## src/fcp_cfg.svh

```systemverilog
// constants for the flash controller with protection and interrupt flags
`ifndef FCP_CFG_SVH
`define FCP_CFG_SVH
`define FCP_DATA_W 32
`define FCP_ADDR_W 6
`define FCP_NBLK 4
`define FCP_BLK_W 2
`define FCP_NWORDS 16
`define FCP_WIDX_W 4
`define FCP_WIDX_LSB 2
`define FCP_WIDX_MSB 5
`define FCP_BLK_LSB 4
`define FCP_NINT 7
`define FCP_INT_ACCESS 0
`define FCP_INT_DONE 1
`define FCP_INT_EEPROM 2
`define FCP_INT_VOLT 3
`define FCP_INT_DATA 4
`define FCP_INT_ERASE_ERR 5
`define FCP_INT_PROG_ERR 6
`define FCP_INT_NONE 7'h00
`define FCP_ERASED 32'hFFFFFFFF
`define FCP_ZERO 32'h00000000
`define FCP_USER_INIT 32'hFFFFFFFF
`define FCP_CLK_MHZ 40
`define FCP_PROG_NS 250
`define FCP_ERASE_NS 1000
`define FCP_PROG_CYC ((`FCP_PROG_NS * `FCP_CLK_MHZ + 999) / 1000)
`define FCP_ERASE_CYC ((`FCP_ERASE_NS * `FCP_CLK_MHZ + 999) / 1000)
`define FCP_CNT_W 8
`define FCP_CNT_ZERO 8'h00
`endif

```

## src/fcp_pkg.sv

```systemverilog
// types shared by the flash controller files
`include "fcp_cfg.svh"
package fcp_pkg;
   typedef enum logic [2:0] {FCP_FETCH, FCP_CPU_READ, FCP_DBG_READ, FCP_PROGRAM, FCP_ERASE} fcp_kind_t;
   typedef enum logic [1:0] {prot_state_open, prot_state_no_modify, prot_state_fetch_only} fcp_prot_t;
   typedef enum logic [1:0] {FCP_IDLE, FCP_BUSY, FCP_RESP} fcp_state_t;
   typedef struct packed {
      fcp_kind_t kind;
      logic [`FCP_ADDR_W-1:0] addr;
      logic [`FCP_DATA_W-1:0] wdata;
   } fcp_req_t;
   typedef struct packed {
      logic err;
      logic [`FCP_DATA_W-1:0] rdata;
   } fcp_resp_t;
   typedef struct packed {
      logic [`FCP_NINT-1:0] raw;
      logic [`FCP_NINT-1:0] masked;
   } fcp_int_t;
endpackage

```

## src/fcp_sync3.sv

```systemverilog
// three-stage synchroniser with agreement filter
`timescale 1ns/1ps
`default_nettype none
module fcp_sync3 (
   input wire logic clk,
   input wire logic rst,
   input wire logic d,
   output logic q
);
   logic s1_reg;
   logic s2_reg;
   logic s3_reg;
   logic q_reg;
   always_ff @(posedge clk or posedge rst) begin
      if (rst) begin
         s1_reg <= 1'b0;
         s2_reg <= 1'b0;
         s3_reg <= 1'b0;
         q_reg <= 1'b0;
      end else begin
         s1_reg <= d;
         s2_reg <= s1_reg;
         s3_reg <= s2_reg;
         if (s2_reg == s3_reg) begin
            q_reg <= s3_reg;
         end
      end
   end
   assign q = q_reg;
endmodule
`default_nettype wire

```

## src/fcp_prot_cell.sv

```systemverilog
// one block's protection state: volatile copy over a committed copy
`timescale 1ns/1ps
`default_nettype none
module fcp_prot_cell
   import fcp_pkg::*;
(
   input wire logic clk,
   input wire logic rst,
   input wire logic nv_init,
   input wire logic set_en,
   input var fcp_pkg::fcp_prot_t set_val,
   input wire logic save,
   output fcp_pkg::fcp_prot_t state
);
   logic reload_reg;
   fcp_prot_t vol_reg;
   fcp_prot_t vol_next;
   fcp_prot_t nv_reg;
   fcp_prot_t cur;
   logic stricter;
   // until the first edge after reset the committed copy is in force
   assign cur = reload_reg ? nv_reg : vol_reg;
   assign stricter = (set_val > cur) && (set_val <= prot_state_fetch_only);
   assign vol_next = (set_en && stricter) ? set_val : cur;
   always_ff @(posedge clk or posedge rst) begin
      if (rst) begin
         reload_reg <= 1'b1;
         vol_reg <= prot_state_open;
      end else begin
         reload_reg <= 1'b0;
         vol_reg <= vol_next;
      end
   end
   // committed copy models nonvolatile cells: no reset, only a factory init
   always_ff @(posedge clk) begin
      if (nv_init) begin
         nv_reg <= prot_state_open;
      end else if (save) begin
         nv_reg <= cur;
      end
   end
   assign state = cur;
endmodule
`default_nettype wire

```

## src/fcp_top.sv

```systemverilog
// flash controller: array, program/erase sequencer, protection, user regs, flags
// Contract
// program or erase on no-modify or fetch-only block flags access, block untouched.
// processor or debugger data read of fetch-only block flags access.
// done flag set whenever a program or erase cycle ends.
// eeprom interrupt sets the eeprom flag; cause held in completion status.
// supply fault during an operation aborts it and sets voltage error.
// program needing any 0 to 1 change sets data error.
// failed erase sets erase failure flag.
// failed program sets program failure flag.
// each flag has an enable; only enabled flags reach the interrupt line.
// raw flags and masked flags (raw AND enable) both readable.
// requester programs one aligned word per request.
// open blocks allow everything; no-modify blocks allow read and fetch only.
// fetch-only blocks allow fetch only; data reads are blocked.
// protection only moves to stricter states; fetch-only never changes.
// attempts to relax protection are refused, setting kept.
// uncommitted protection lasts until reset, then committed state returns.
// commit stores current protection permanently across reset and power.
// user registers 0 and 1 are writable and readable before commit.
// separate commit makes user registers 0 and 1 permanent.
// clear request drops selected raw flags only.
// successful erase sets every bit of the block to one.
// raw flags stick until cleared; enables reset to disabled.
`timescale 1ns/1ps
`default_nettype none
module fcp_top
   import fcp_pkg::*;
(
   input wire logic CLOCK,
   input wire logic SYS_RST,
   input wire logic NV_INIT,
   input wire logic REQ_VALID,
   input var fcp_pkg::fcp_req_t REQ,
   output logic REQ_READY,
   output logic RESP_VALID,
   output fcp_pkg::fcp_resp_t RESP,

   input wire logic PROT_SET_VALID,
   input wire logic [`FCP_BLK_W-1:0] PROT_SET_BLOCK,
   input var fcp_pkg::fcp_prot_t PROT_SET_STATE,
   input wire logic PROT_SAVE,
   output fcp_pkg::fcp_prot_t [`FCP_NBLK-1:0] PROT_STATE,

   input wire logic USER_WR,
   input wire logic [`FCP_DATA_W-1:0] USER_WDATA0,
   input wire logic [`FCP_DATA_W-1:0] USER_WDATA1,
   input wire logic USER_SAVE,
   output logic [`FCP_DATA_W-1:0] USER0,
   output logic [`FCP_DATA_W-1:0] USER1,
   output logic USER_LOCKED,

   input wire logic [`FCP_NINT-1:0] INT_EN_SET,
   input wire logic [`FCP_NINT-1:0] INT_EN_CLR,
   input wire logic [`FCP_NINT-1:0] INT_CLEAR,
   output fcp_pkg::fcp_int_t INT_STATUS,
   output logic FLASH_IRQ,

   input wire logic EEPROM_IRQ,
   input wire logic [`FCP_DATA_W-1:0] EEPROM_STATUS,
   output logic [`FCP_DATA_W-1:0] EEPROM_DONE_STATUS,

   input wire logic SUPPLY_FAULT
);
   fcp_state_t state_reg;
   fcp_state_t state_next;
   fcp_kind_t op_kind_reg;
   logic [`FCP_WIDX_W-1:0] op_widx_reg;
   logic [`FCP_DATA_W-1:0] op_data_reg;
   logic [`FCP_CNT_W-1:0] cnt_reg;
   logic [`FCP_CNT_W-1:0] cnt_next;
   fcp_resp_t resp_reg;
   fcp_resp_t resp_next;

   logic [`FCP_DATA_W-1:0] mem_reg [`FCP_NWORDS];

   logic [`FCP_NINT-1:0] raw_reg;
   logic [`FCP_NINT-1:0] raw_next;
   logic [`FCP_NINT-1:0] en_reg;
   logic [`FCP_NINT-1:0] en_next;
   logic [`FCP_NINT-1:0] ev;
   logic [`FCP_DATA_W-1:0] eeprom_completion_status_reg;

   logic user_reload_reg;
   logic [`FCP_DATA_W-1:0] user0_reg;
   logic [`FCP_DATA_W-1:0] user1_reg;
   logic [`FCP_DATA_W-1:0] user0_nv_reg;
   logic [`FCP_DATA_W-1:0] user1_nv_reg;
   logic user_locked_nv_reg;
   logic [`FCP_DATA_W-1:0] user0_cur;
   logic [`FCP_DATA_W-1:0] user1_cur;

   logic fault;
   fcp_prot_t [`FCP_NBLK-1:0] prot;

   // request decode
   wire [`FCP_WIDX_W-1:0] req_widx = REQ.addr[`FCP_WIDX_MSB:`FCP_WIDX_LSB];
   wire [`FCP_BLK_W-1:0] req_blk = REQ.addr[`FCP_WIDX_MSB:`FCP_BLK_LSB];
   wire fcp_prot_t blk_prot = prot[req_blk];
   wire is_read = (REQ.kind == FCP_CPU_READ) || (REQ.kind == FCP_DBG_READ);
   wire is_fetch = (REQ.kind == FCP_FETCH);
   wire is_prog = (REQ.kind == FCP_PROGRAM);
   wire is_erase = (REQ.kind == FCP_ERASE);
   wire is_mod = is_prog || is_erase;
   wire idle = (state_reg == FCP_IDLE);
   wire answering = (state_reg == FCP_RESP);
   wire take = idle && REQ_VALID;
   wire read_blocked = is_read && (blk_prot == prot_state_fetch_only);
   wire mod_blocked = is_mod && (blk_prot != prot_state_open);
   wire [`FCP_DATA_W-1:0] stored = mem_reg[req_widx];
   // programming can only clear bits
   wire data_bad = is_prog && ((REQ.wdata & ~stored) != `FCP_ZERO);
   wire start_op = take && is_mod && !mod_blocked && !data_bad;
   wire access_bad = read_blocked || mod_blocked;
   wire take_err = access_bad || data_bad;
   wire take_has_data = (is_read || is_fetch) && !read_blocked;
   wire [`FCP_DATA_W-1:0] take_rdata = take_has_data ? stored : `FCP_ZERO;
   wire [`FCP_CNT_W-1:0] cnt_prog = `FCP_CNT_W'(`FCP_PROG_CYC - 1);
   wire [`FCP_CNT_W-1:0] cnt_erase = `FCP_CNT_W'(`FCP_ERASE_CYC - 1);
   wire [`FCP_CNT_W-1:0] cnt_load = is_prog ? cnt_prog : cnt_erase;
   wire op_is_erase = (op_kind_reg == FCP_ERASE);
   wire busy = (state_reg == FCP_BUSY);
   wire op_abort = busy && fault;
   wire op_finish = busy && !fault && (cnt_reg == `FCP_CNT_ZERO);
   wire op_end = op_abort || op_finish;
   wire [`FCP_BLK_W-1:0] op_blk = op_widx_reg[`FCP_WIDX_W-1:`FCP_WIDX_W-`FCP_BLK_W];

   // supply fault pin comes from outside the clock domain
   fcp_sync3 u_fault_sync (
      .clk(CLOCK),
      .rst(SYS_RST),
      .d(SUPPLY_FAULT),
      .q(fault)
   );

   // per-block protection
   genvar gb;
   generate
      for (gb = 0; gb < `FCP_NBLK; gb++) begin : g_prot
         localparam logic [`FCP_BLK_W-1:0] BI = gb[`FCP_BLK_W-1:0];
         fcp_prot_cell u_cell (
            .clk(CLOCK),
            .rst(SYS_RST),
            .nv_init(NV_INIT),
            .set_en(PROT_SET_VALID && (PROT_SET_BLOCK == BI)),
            .set_val(PROT_SET_STATE),
            .save(PROT_SAVE),
            .state(prot[gb])
         );
      end
   endgenerate

   // sequencer next state
   always_comb begin
      state_next = state_reg;
      cnt_next = cnt_reg;
      resp_next = resp_reg;
      case (state_reg)
         FCP_IDLE: begin
            if (take) begin
               resp_next.err = take_err;
               resp_next.rdata = take_rdata;
               if (start_op) begin
                  state_next = FCP_BUSY;
                  cnt_next = cnt_load;
               end else begin
                  state_next = FCP_RESP;
               end
            end
         end
         FCP_BUSY: begin
            cnt_next = cnt_reg - 1'b1;
            if (op_end) begin
               state_next = FCP_RESP;
               resp_next.err = op_abort;
               resp_next.rdata = `FCP_ZERO;
            end
         end
         FCP_RESP: begin
            state_next = FCP_IDLE;
         end
         default: begin
            state_next = FCP_IDLE;
         end
      endcase
   end

   always_ff @(posedge CLOCK or posedge SYS_RST) begin
      if (SYS_RST) begin
         state_reg <= FCP_IDLE;
         cnt_reg <= `FCP_CNT_ZERO;
      end else begin
         state_reg <= state_next;
         cnt_reg <= cnt_next;
      end
   end

   // answer word stands until the next answer
   always_ff @(posedge CLOCK or posedge SYS_RST) begin
      if (SYS_RST) begin
         resp_reg <= '0;
      end else begin
         resp_reg <= resp_next;
      end
   end

   // operation latched at start, one word per request
   always_ff @(posedge CLOCK or posedge SYS_RST) begin
      if (SYS_RST) begin
         op_kind_reg <= FCP_FETCH;
         op_widx_reg <= '0;
         op_data_reg <= `FCP_ZERO;
      end else if (start_op) begin
         op_kind_reg <= REQ.kind;
         op_widx_reg <= req_widx;
         op_data_reg <= REQ.wdata;
      end
   end

   assign REQ_READY = idle;
   assign RESP_VALID = answering;
   assign RESP = resp_reg;

   // flash array cells, nonvolatile: no reset, factory init only
   genvar gw;
   generate
      for (gw = 0; gw < `FCP_NWORDS; gw++) begin : g_mem
         localparam logic [`FCP_WIDX_W-1:0] WI = gw[`FCP_WIDX_W-1:0];
         localparam logic [`FCP_BLK_W-1:0] WB = WI[`FCP_WIDX_W-1:`FCP_WIDX_W-`FCP_BLK_W];
         wire erase_hit = op_finish && op_is_erase && (op_blk == WB);
         wire prog_hit = op_finish && !op_is_erase && (op_widx_reg == WI);
         wire [`FCP_DATA_W-1:0] prog_word = mem_reg[gw] & op_data_reg;
         always_ff @(posedge CLOCK) begin
            if (NV_INIT) begin
               mem_reg[gw] <= `FCP_ERASED;
            end else if (erase_hit) begin
               mem_reg[gw] <= `FCP_ERASED;
            end else if (prog_hit) begin
               mem_reg[gw] <= prog_word;
            end
         end
      end
   endgenerate

   // flag events
   wire ev_access = take && access_bad;
   wire ev_data = take && !mod_blocked && data_bad;
   wire ev_erase_err = op_abort && op_is_erase;
   // a refused 0-to-1 program counts as a failed program
   wire ev_prog_err = (op_abort && !op_is_erase) || ev_data;

   always_comb begin
      ev = `FCP_INT_NONE;
      ev[`FCP_INT_ACCESS] = ev_access;
      ev[`FCP_INT_DONE] = op_end;
      ev[`FCP_INT_EEPROM] = EEPROM_IRQ;
      ev[`FCP_INT_VOLT] = op_abort;
      ev[`FCP_INT_DATA] = ev_data;
      ev[`FCP_INT_ERASE_ERR] = ev_erase_err;
      ev[`FCP_INT_PROG_ERR] = ev_prog_err;
   end

   // a flag event wins over a clear in the same cycle; an enable clear wins over an enable set
   assign raw_next = (raw_reg & ~INT_CLEAR) | ev;
   assign en_next = (en_reg | INT_EN_SET) & ~INT_EN_CLR;

   always_ff @(posedge CLOCK or posedge SYS_RST) begin
      if (SYS_RST) begin
         raw_reg <= `FCP_INT_NONE;
      end else begin
         raw_reg <= raw_next;
      end
   end

   always_ff @(posedge CLOCK or posedge SYS_RST) begin
      if (SYS_RST) begin
         en_reg <= `FCP_INT_NONE;
      end else begin
         en_reg <= en_next;
      end
   end

   always_ff @(posedge CLOCK or posedge SYS_RST) begin
      if (SYS_RST) begin
         eeprom_completion_status_reg <= `FCP_ZERO;
      end else if (EEPROM_IRQ) begin
         eeprom_completion_status_reg <= EEPROM_STATUS;
      end
   end

   // interrupt status and line
   wire [`FCP_NINT-1:0] masked = raw_reg & en_reg;
   assign INT_STATUS.raw = raw_reg;
   assign INT_STATUS.masked = masked;
   assign FLASH_IRQ = |masked;
   assign EEPROM_DONE_STATUS = eeprom_completion_status_reg;
   assign PROT_STATE = prot;

   // user registers: volatile copy reloads committed copy after reset
   assign user0_cur = user_reload_reg ? user0_nv_reg : user0_reg;
   assign user1_cur = user_reload_reg ? user1_nv_reg : user1_reg;
   wire user_wr_ok = USER_WR && !user_locked_nv_reg;
   wire user_save_ok = USER_SAVE && !user_locked_nv_reg;
   wire [`FCP_DATA_W-1:0] user0_next = user_wr_ok ? USER_WDATA0 : user0_cur;
   wire [`FCP_DATA_W-1:0] user1_next = user_wr_ok ? USER_WDATA1 : user1_cur;

   always_ff @(posedge CLOCK or posedge SYS_RST) begin
      if (SYS_RST) begin
         user_reload_reg <= 1'b1;
         user0_reg <= `FCP_USER_INIT;
         user1_reg <= `FCP_USER_INIT;
      end else begin
         user_reload_reg <= 1'b0;
         user0_reg <= user0_next;
         user1_reg <= user1_next;
      end
   end

   // committed user copy and its lock are nonvolatile
   always_ff @(posedge CLOCK) begin
      if (NV_INIT) begin
         user0_nv_reg <= `FCP_USER_INIT;
         user1_nv_reg <= `FCP_USER_INIT;
      end else if (user_save_ok) begin
         user0_nv_reg <= user0_cur;
         user1_nv_reg <= user1_cur;
      end
   end

   // once set the lock refuses every later write and commit
   always_ff @(posedge CLOCK) begin
      if (NV_INIT) begin
         user_locked_nv_reg <= 1'b0;
      end else if (user_save_ok) begin
         user_locked_nv_reg <= 1'b1;
      end
   end

   assign USER0 = user0_cur;
   assign USER1 = user1_cur;
   assign USER_LOCKED = user_locked_nv_reg;
endmodule
`default_nettype wire

```

## config.mk

```make
export PLATFORM = sky130hd
export DESIGN_NAME = fcp_top
export DESIGN_NICKNAME = d
export VERILOG_FILES = /design/src/fcp_pkg.sv /design/src/fcp_sync3.sv /design/src/fcp_prot_cell.sv /design/src/fcp_top.sv
export VERILOG_INCLUDE_DIRS = /design/src /design/src/src
export SDC_FILE = /design/constraint.sdc
export NUM_CORES = 1
export LEC_CHECK = 0
export CAP_MARGIN = 20
export CORE_MARGIN = 5
export CORE_UTILIZATION = 31
export CTS_CLUSTER_DIAMETER = 120
export DETAILED_ROUTE_END_ITERATION = 8
export DONT_BUFFER_PORTS = 1
export PLACE_DENSITY = 0.45
export SYNTH_ARGS = -nofsm -noshare
export SYNTH_HDL_FRONTEND = slang
export SYNTH_SLANG_ARGS = --single-unit
```

## constraint.sdc

```tcl
create_clock -name CLOCK -period 9.1 [get_ports CLOCK]
set_input_delay 1.82 -clock CLOCK [delete_from_list [all_inputs] [get_ports CLOCK]]
set_output_delay 1.82 -clock CLOCK [all_outputs]
set_load 0.02 [all_outputs]
```

Word level (Yosys, flattened, before mapping)
Memory sizes are Yosys's and may differ from the RTL's.
Index checks and enable logic that the tools add are counted.
Widths: inputs -> output; s select.
{ "totals": {"regBits": 278, "ramBits": 512, "in_bits": 172, "out_inout_bits": 155, "elab_cells": 340, "n_memories": 1} }
{ "memory_table": {"columns": ["name", "words", "width", "rd", "rd_clocked_by_memory_dff", "wr", "line_no", "text"], "rows": [
  ["mem_reg", 16, 32, 17, 0, 16, "fcp_top.sv:75", "logic [`FCP_DATA_W-1:0] mem_reg [`FCP_NWORDS];"]
]} }
{ "op_classes": {"add_sub_neg": 1, "order_cmp": 6, "n_eq_ne": 33, "muxes": 136, "bitwise": 57, "n_reduce_logical": 78} }
{ "op_table": {"columns": ["operator", "n"], "rows": [
  ["$mux 32", 37],
  ["$and 32x32->32", 17],
  ["$mux 1", 78],
  ["$mux 33", 2],
  ["$pmux 33 s2", 1],
  ["$logic_and 1x1->1", 52],
  ["$eq 4x4->1 const B", 8],
  ["$not 32->32", 1],
  ["$or 1x1->1", 32],
  ["$reduce_bool 32->1", 1],
  ["$mux 2", 12],
  ["$and 7x7->7", 3],
  ["$eq 4x3->1 const B", 4],
  ["$mux 8", 2],
  ["$pmux 8 s2", 1],
  ["$not 7->7", 2],
  ["$or 7x7->7", 2],
  ["$eq 2x2->1 const B", 6],
  ["$eq 4x2->1 const B", 2],
  ["$gt 2x2->1", 4],
  ["$logic_not 8->1", 1],
  ["$sub 8x1->8 const B", 1],
  ["$logic_or 1x1->1", 7],
  ["$reduce_or 7->1", 1],
  ["other kinds (19)", 34]
]} }

Logic depth before layout (Yosys ltp)
{ "logic_depth": {"word_depth": 11, "mapped_depth": 14, "ltp_nobuf": 10} }

Cells and area by module
A second synthesis with hierarchy kept.
{ "hier_totals": {"hier_cells": 3164, "hier_area_um2": 36811.6} }
{ "modules_own_cells": {"columns": ["mod", "n_inst", "cells_per_inst", "area_each_um2"], "rows": [
  ["fcp_top", 1, 3058, 35635.4],
  ["fcp_prot_cell", 4, 25, 265.3],
  ["fcp_sync3", 1, 6, 115.1]
]} }

Worst setup path before layout
No wires, ideal clock.
{ "synth_path": {"kind": "register to register", "start": "register cnt_reg[0]", "end": "memory mem_reg[8][0] in the netlist's numbering, enable pin", "setup_ns": 0.470, "arrival_time_ns": 4.958, "setup_slack_ns": 3.671, "stages_incl_launch_ff": 10, "n_path_buf": 0, "period_less_slack_ns": 5.429, "path_cell_list": "dfrtp_1 > inv_1 > ha_1 > or3b_2 > or3_1 > or2_2 > or4_1 > a21oi_1 > nand2_1 > o31ai_1"} }
{ "synth_rtl": {"columns": ["element", "line_no", "text"], "rows": [
  ["from (decl)", "fcp_top.sv:70", "logic [`FCP_CNT_W-1:0] cnt_reg;"],
  ["from (signal assigned)", "fcp_top.sv:191", "cnt_reg <= `FCP_CNT_ZERO;"],
  ["from (signal assigned)", "fcp_top.sv:194", "cnt_reg <= cnt_next;"],
  ["to (decl)", "fcp_top.sv:75", null]
]} }

Worst setup path in the final report
{ "layout_path": {"start": "input port REQ[35] in the netlist's numbering", "end": "register op_data_reg[30]"} }
{ "layout_via": {"elab_chain_cells": 7} }
{ "layout_lines": {"columns": ["element", "line_no", "text"], "rows": [
  ["from (decl)", "fcp_top.sv:34", "input var fcp_pkg::fcp_req_t REQ,"],
  ["$mem_v2 16x32", null, null],
  ["$not 32->32", "fcp_top.sv:112", "wire data_bad = is_prog && ((REQ.wdata & ~stored) != `FCP_ZERO);"],
  ["$and 32x32->32", "fcp_top.sv:112", null],
  ["$reduce_bool 32->1 (no line)", null, null],
  ["$logic_and 1x1->1", "fcp_top.sv:112", null],
  ["$logic_not 1->1", "fcp_top.sv:113", "wire start_op = take && is_mod && !mod_blocked && !data_bad;"],
  ["$logic_and 1x1->1", "fcp_top.sv:113", null],
  ["to (signal assigned)", "fcp_top.sv:212", "op_data_reg <= `FCP_ZERO;"],
  ["to (signal assigned)", "fcp_top.sv:216", "op_data_reg <= REQ.wdata;"],
  ["to (decl)", "fcp_top.sv:69", "logic [`FCP_DATA_W-1:0] op_data_reg;"]
]} }
No other way between the ends.
A chain may end at the register's enable or synchronous reset.

==> impl_metrics.env <==
export IMPL_route_detailed_drc=0
export IMPL_gr_usage_met3_pct=4.12
export IMPL_use_met1_pct=25.6
export IMPL_hold_path_class="reg -> reg"
export IMPL_ctsHoldBuffers=0
export IMPL_cts_buffer_depth=3
export IMPL_intPower_mw=6.68
export IMPL_seq_power_share_pct=48.8
export IMPL_drt_wl_total_um=121000
export IMPL_clk_pin_slew_ps=60
export IMPL_clkPwrFrac_pct=39.1
export IMPL_grt_pass1_wl_um=174000
export IMPL_critPathKind="in -> reg"
export IMPL_grt_max_degree=155
export IMPL_die_h_um=352
export IMPL_ioPinCount=327
export IMPL_fmax_ghz=0.180
export IMPL_post_cts_buffers=0
export IMPL_fin_nets=3215
export IMPL_fill_cells=11500
export IMPL_hpwl_um=72100
export IMPL_dpl_worst_slack_ps=2940
export IMPL_cp_arrival_ps=6100
export IMPL_tightest_slew_ps=1170
export IMPL_core_um2=116000
export IMPL_tns_ps=0
export IMPL_port_buffers=0
export IMPL_status="finished, final reports clean"
export IMPL_syn2layout_area_growth_pct=12.3
export IMPL_p_switching_mw=2.78
export IMPL_cts_tree="done"
export IMPL_largest_reg_flops=512
export IMPL_drtIter0Drc=2466
export IMPL_use_met2_pct=30.4
export IMPL_rsz0062_at_grt="false"
export IMPL_ys_seq_area_share_pct=60.7
export IMPL_worst_setup_path_end_kind="register"
export IMPL_drtAntennaViolNets=0
export IMPL_grt_pass1_vias=24500
export IMPL_multi_input_area_um2=13100
export IMPL_vdd_drop_max_v=0.000132
export IMPL_cts_resized=0
export IMPL_routed_via_density=5.34
export IMPL_wire_per_inst_um=26.1
export IMPL_cts_buffers=91
export IMPL_clk_latency_ps=670
export IMPL_skew_ps=25.4
export IMPL_slew_viol_final=0
export IMPL_synth_edff_count=512
export IMPL_fin_crit_ps=5540
export IMPL_grt_busiest_layer="met2"
export IMPL_p_leak_nw=13.7
export IMPL_drv_cap=0
export IMPL_period_share_pct=60.9
export IMPL_register_area_um2=22100
export IMPL_grt_usage_pct=18.7
export IMPL_rows=125
export IMPL_setup_viol=0
export IMPL_antenna_found_initial=6
export IMPL_yosys_warnings=0
export IMPL_layout_cells_most_common="nand2_1"
export IMPL_synth_seq_cells=790
export IMPL_combPwrFrac_pct=12.1
export IMPL_syn_area_um2=36300
export IMPL_cp_data_required_time_ps=9650
export IMPL_synth_cell_types=72
export IMPL_cts_root_buf="clkbuf_16"
export IMPL_gp_congestion=0.810
export IMPL_p_sw_share_pct=29.4
export IMPL_relSlewSlack_pct=22.2
export IMPL_async_flop_share_pct=25.9
export IMPL_drive_above_1_share_pct=14.9
export IMPL_layout_common_cells="nand2_1 (890), edfxtp_1 (512), nor2_1 (192)"
export IMPL_start_util_pct=31.2
export IMPL_fin_hold_ws_ps=355
export IMPL_synth_ff_type="edfxtp_1"
export IMPL_syn_inst=3125
export IMPL_cts_htree_levels=3
export IMPL_finalHoldViolCount=0
export IMPL_numClockSinks=790
export IMPL_die_x_um=352
export IMPL_worstPathMaxFanout=154
export IMPL_first_pass_iters=6
export IMPL_synth_nets=3306
export IMPL_dr_total_vias=24800
export IMPL_dieArea_um2=124000
export IMPL_overflow=0
export IMPL_p_per_area_nw_per_um2=232
export IMPL_finalPower_mw=9.45
export IMPL_setup_ws_ps=3560
export IMPL_syn_area_per_cell_um2=11.6
export IMPL_cp_start_kind="input port"
==> stage by stage <==
| step | instance area [µm²] | instances | utilization, % |
|---|---|---|---|
| finish | 40800 | 4641 | 35.1 |
| global route | 40800 | 4640 | 35.1 |
| CTS | 40800 | 4636 | 35.1 |
| detailed placement | 37800 | 4465 | 32.5 |
| global placement | 37800 | 4465 | 32.5 |
| floorplan | 36300 | 3125 | - |
==> synthesized netlist by cell type, types with 31 or more instances <==
cell	instances	area, µm²
dfstp_2	65	1710
mux2i_1	150	1500
a21oi_1	89	445
clkbuf_1	178	668
edfxtp_1	512	15400
a211o_1	64	561
nor2_1	204	766
a22oi_1	35	263
nand2_1	894	3360
a22o_1	31	272
mux2_2	60	676
mux4_2	78	1760
dfrtp_1	140	3500
a21o_1	98	736
o21ai_0	37	185
inv_1	93	349
dfxtp_1	73	1460
==> critical path: stages <==
cell       delay [ps]
and2_1            470
a21o_1            290
o211ai_1          310
o2111ai_1         190
nor4_1            750
nand3_2           420
o41ai_4           300
buf_4             880
mux2_2            420
==> metal layers <==
layer  wire length [µm]  part of all wire [%]
met1              52300                    43
met2              55900                    46
met3               9740                   8.1
met4               3000                   2.5
met5                  0                     0
==> area by class of cell <==
class                           instances  area share [%]
Antenna cell                            5          0.0307
Clock buffer                          129            6.28
Clock inverter                         42            1.06
Inverter                               94           0.883
Multi-Input combinational cell       2009            32.2
Sequential cell                       790            54.0
Tap cell                             1524            4.67
Timing Repair Buffer                   48           0.883
==> cell families after synthesis <==
logic type / after synthesis / synth area share [%]
compound gates: 456 / 9.09
other cells: 1 / 0.0103
flops: 790 / 60.7
xor+xnor: 1 / 0.0241
buf+inv: 326 / 3.92
mux: 326 / 12.6
simple gates: 1214 / 13.4
fa+ha+maj: 11 / 0.365
==> power groups by stage <==
stage                     Clock, mW  Sequential (mW)  Combinational (mW)
final                          3.70             4.61                1.15
after global routing           3.95             4.66                1.29
after CTS                      3.80             4.61                1.15
after detailed placement          0             4.68                1.14
after global placement            0             4.66                1.12
after floorplan                   0             4.28                1.22
==> path summary, 6_finish.rpt <==
check / depth (start not counted) / to / startpoint / slack (ps)
worst max-delay path: 9 / op_data_reg[30]$_DFFE_PP0P_ / REQ[35] / 3560
worst min-delay path: 0 / u_fault_sync.s2_reg$_DFF_PP0_ / u_fault_sync.s1_reg$_DFF_PP0_ / 350
max in group asynchronous: 2 / EEPROM_DONE_STATUS[8]$_DFFE_PP0P_ / SYS_RST / 6560
worst max register to register: 11 / mem_reg[3][6]$_SDFFCE_PN1P_ / cnt_reg[0]$_DFFE_PP0P_ / 3790
min in group asynchronous: 1 / en_reg[3]$_DFF_PP0_ / SYS_RST / 1160
worst min register to register: 0 / u_fault_sync.s2_reg$_DFF_PP0_ / u_fault_sync.s1_reg$_DFF_PP0_ / 350
No activity file was read; power rests on OpenSTA's default activity.
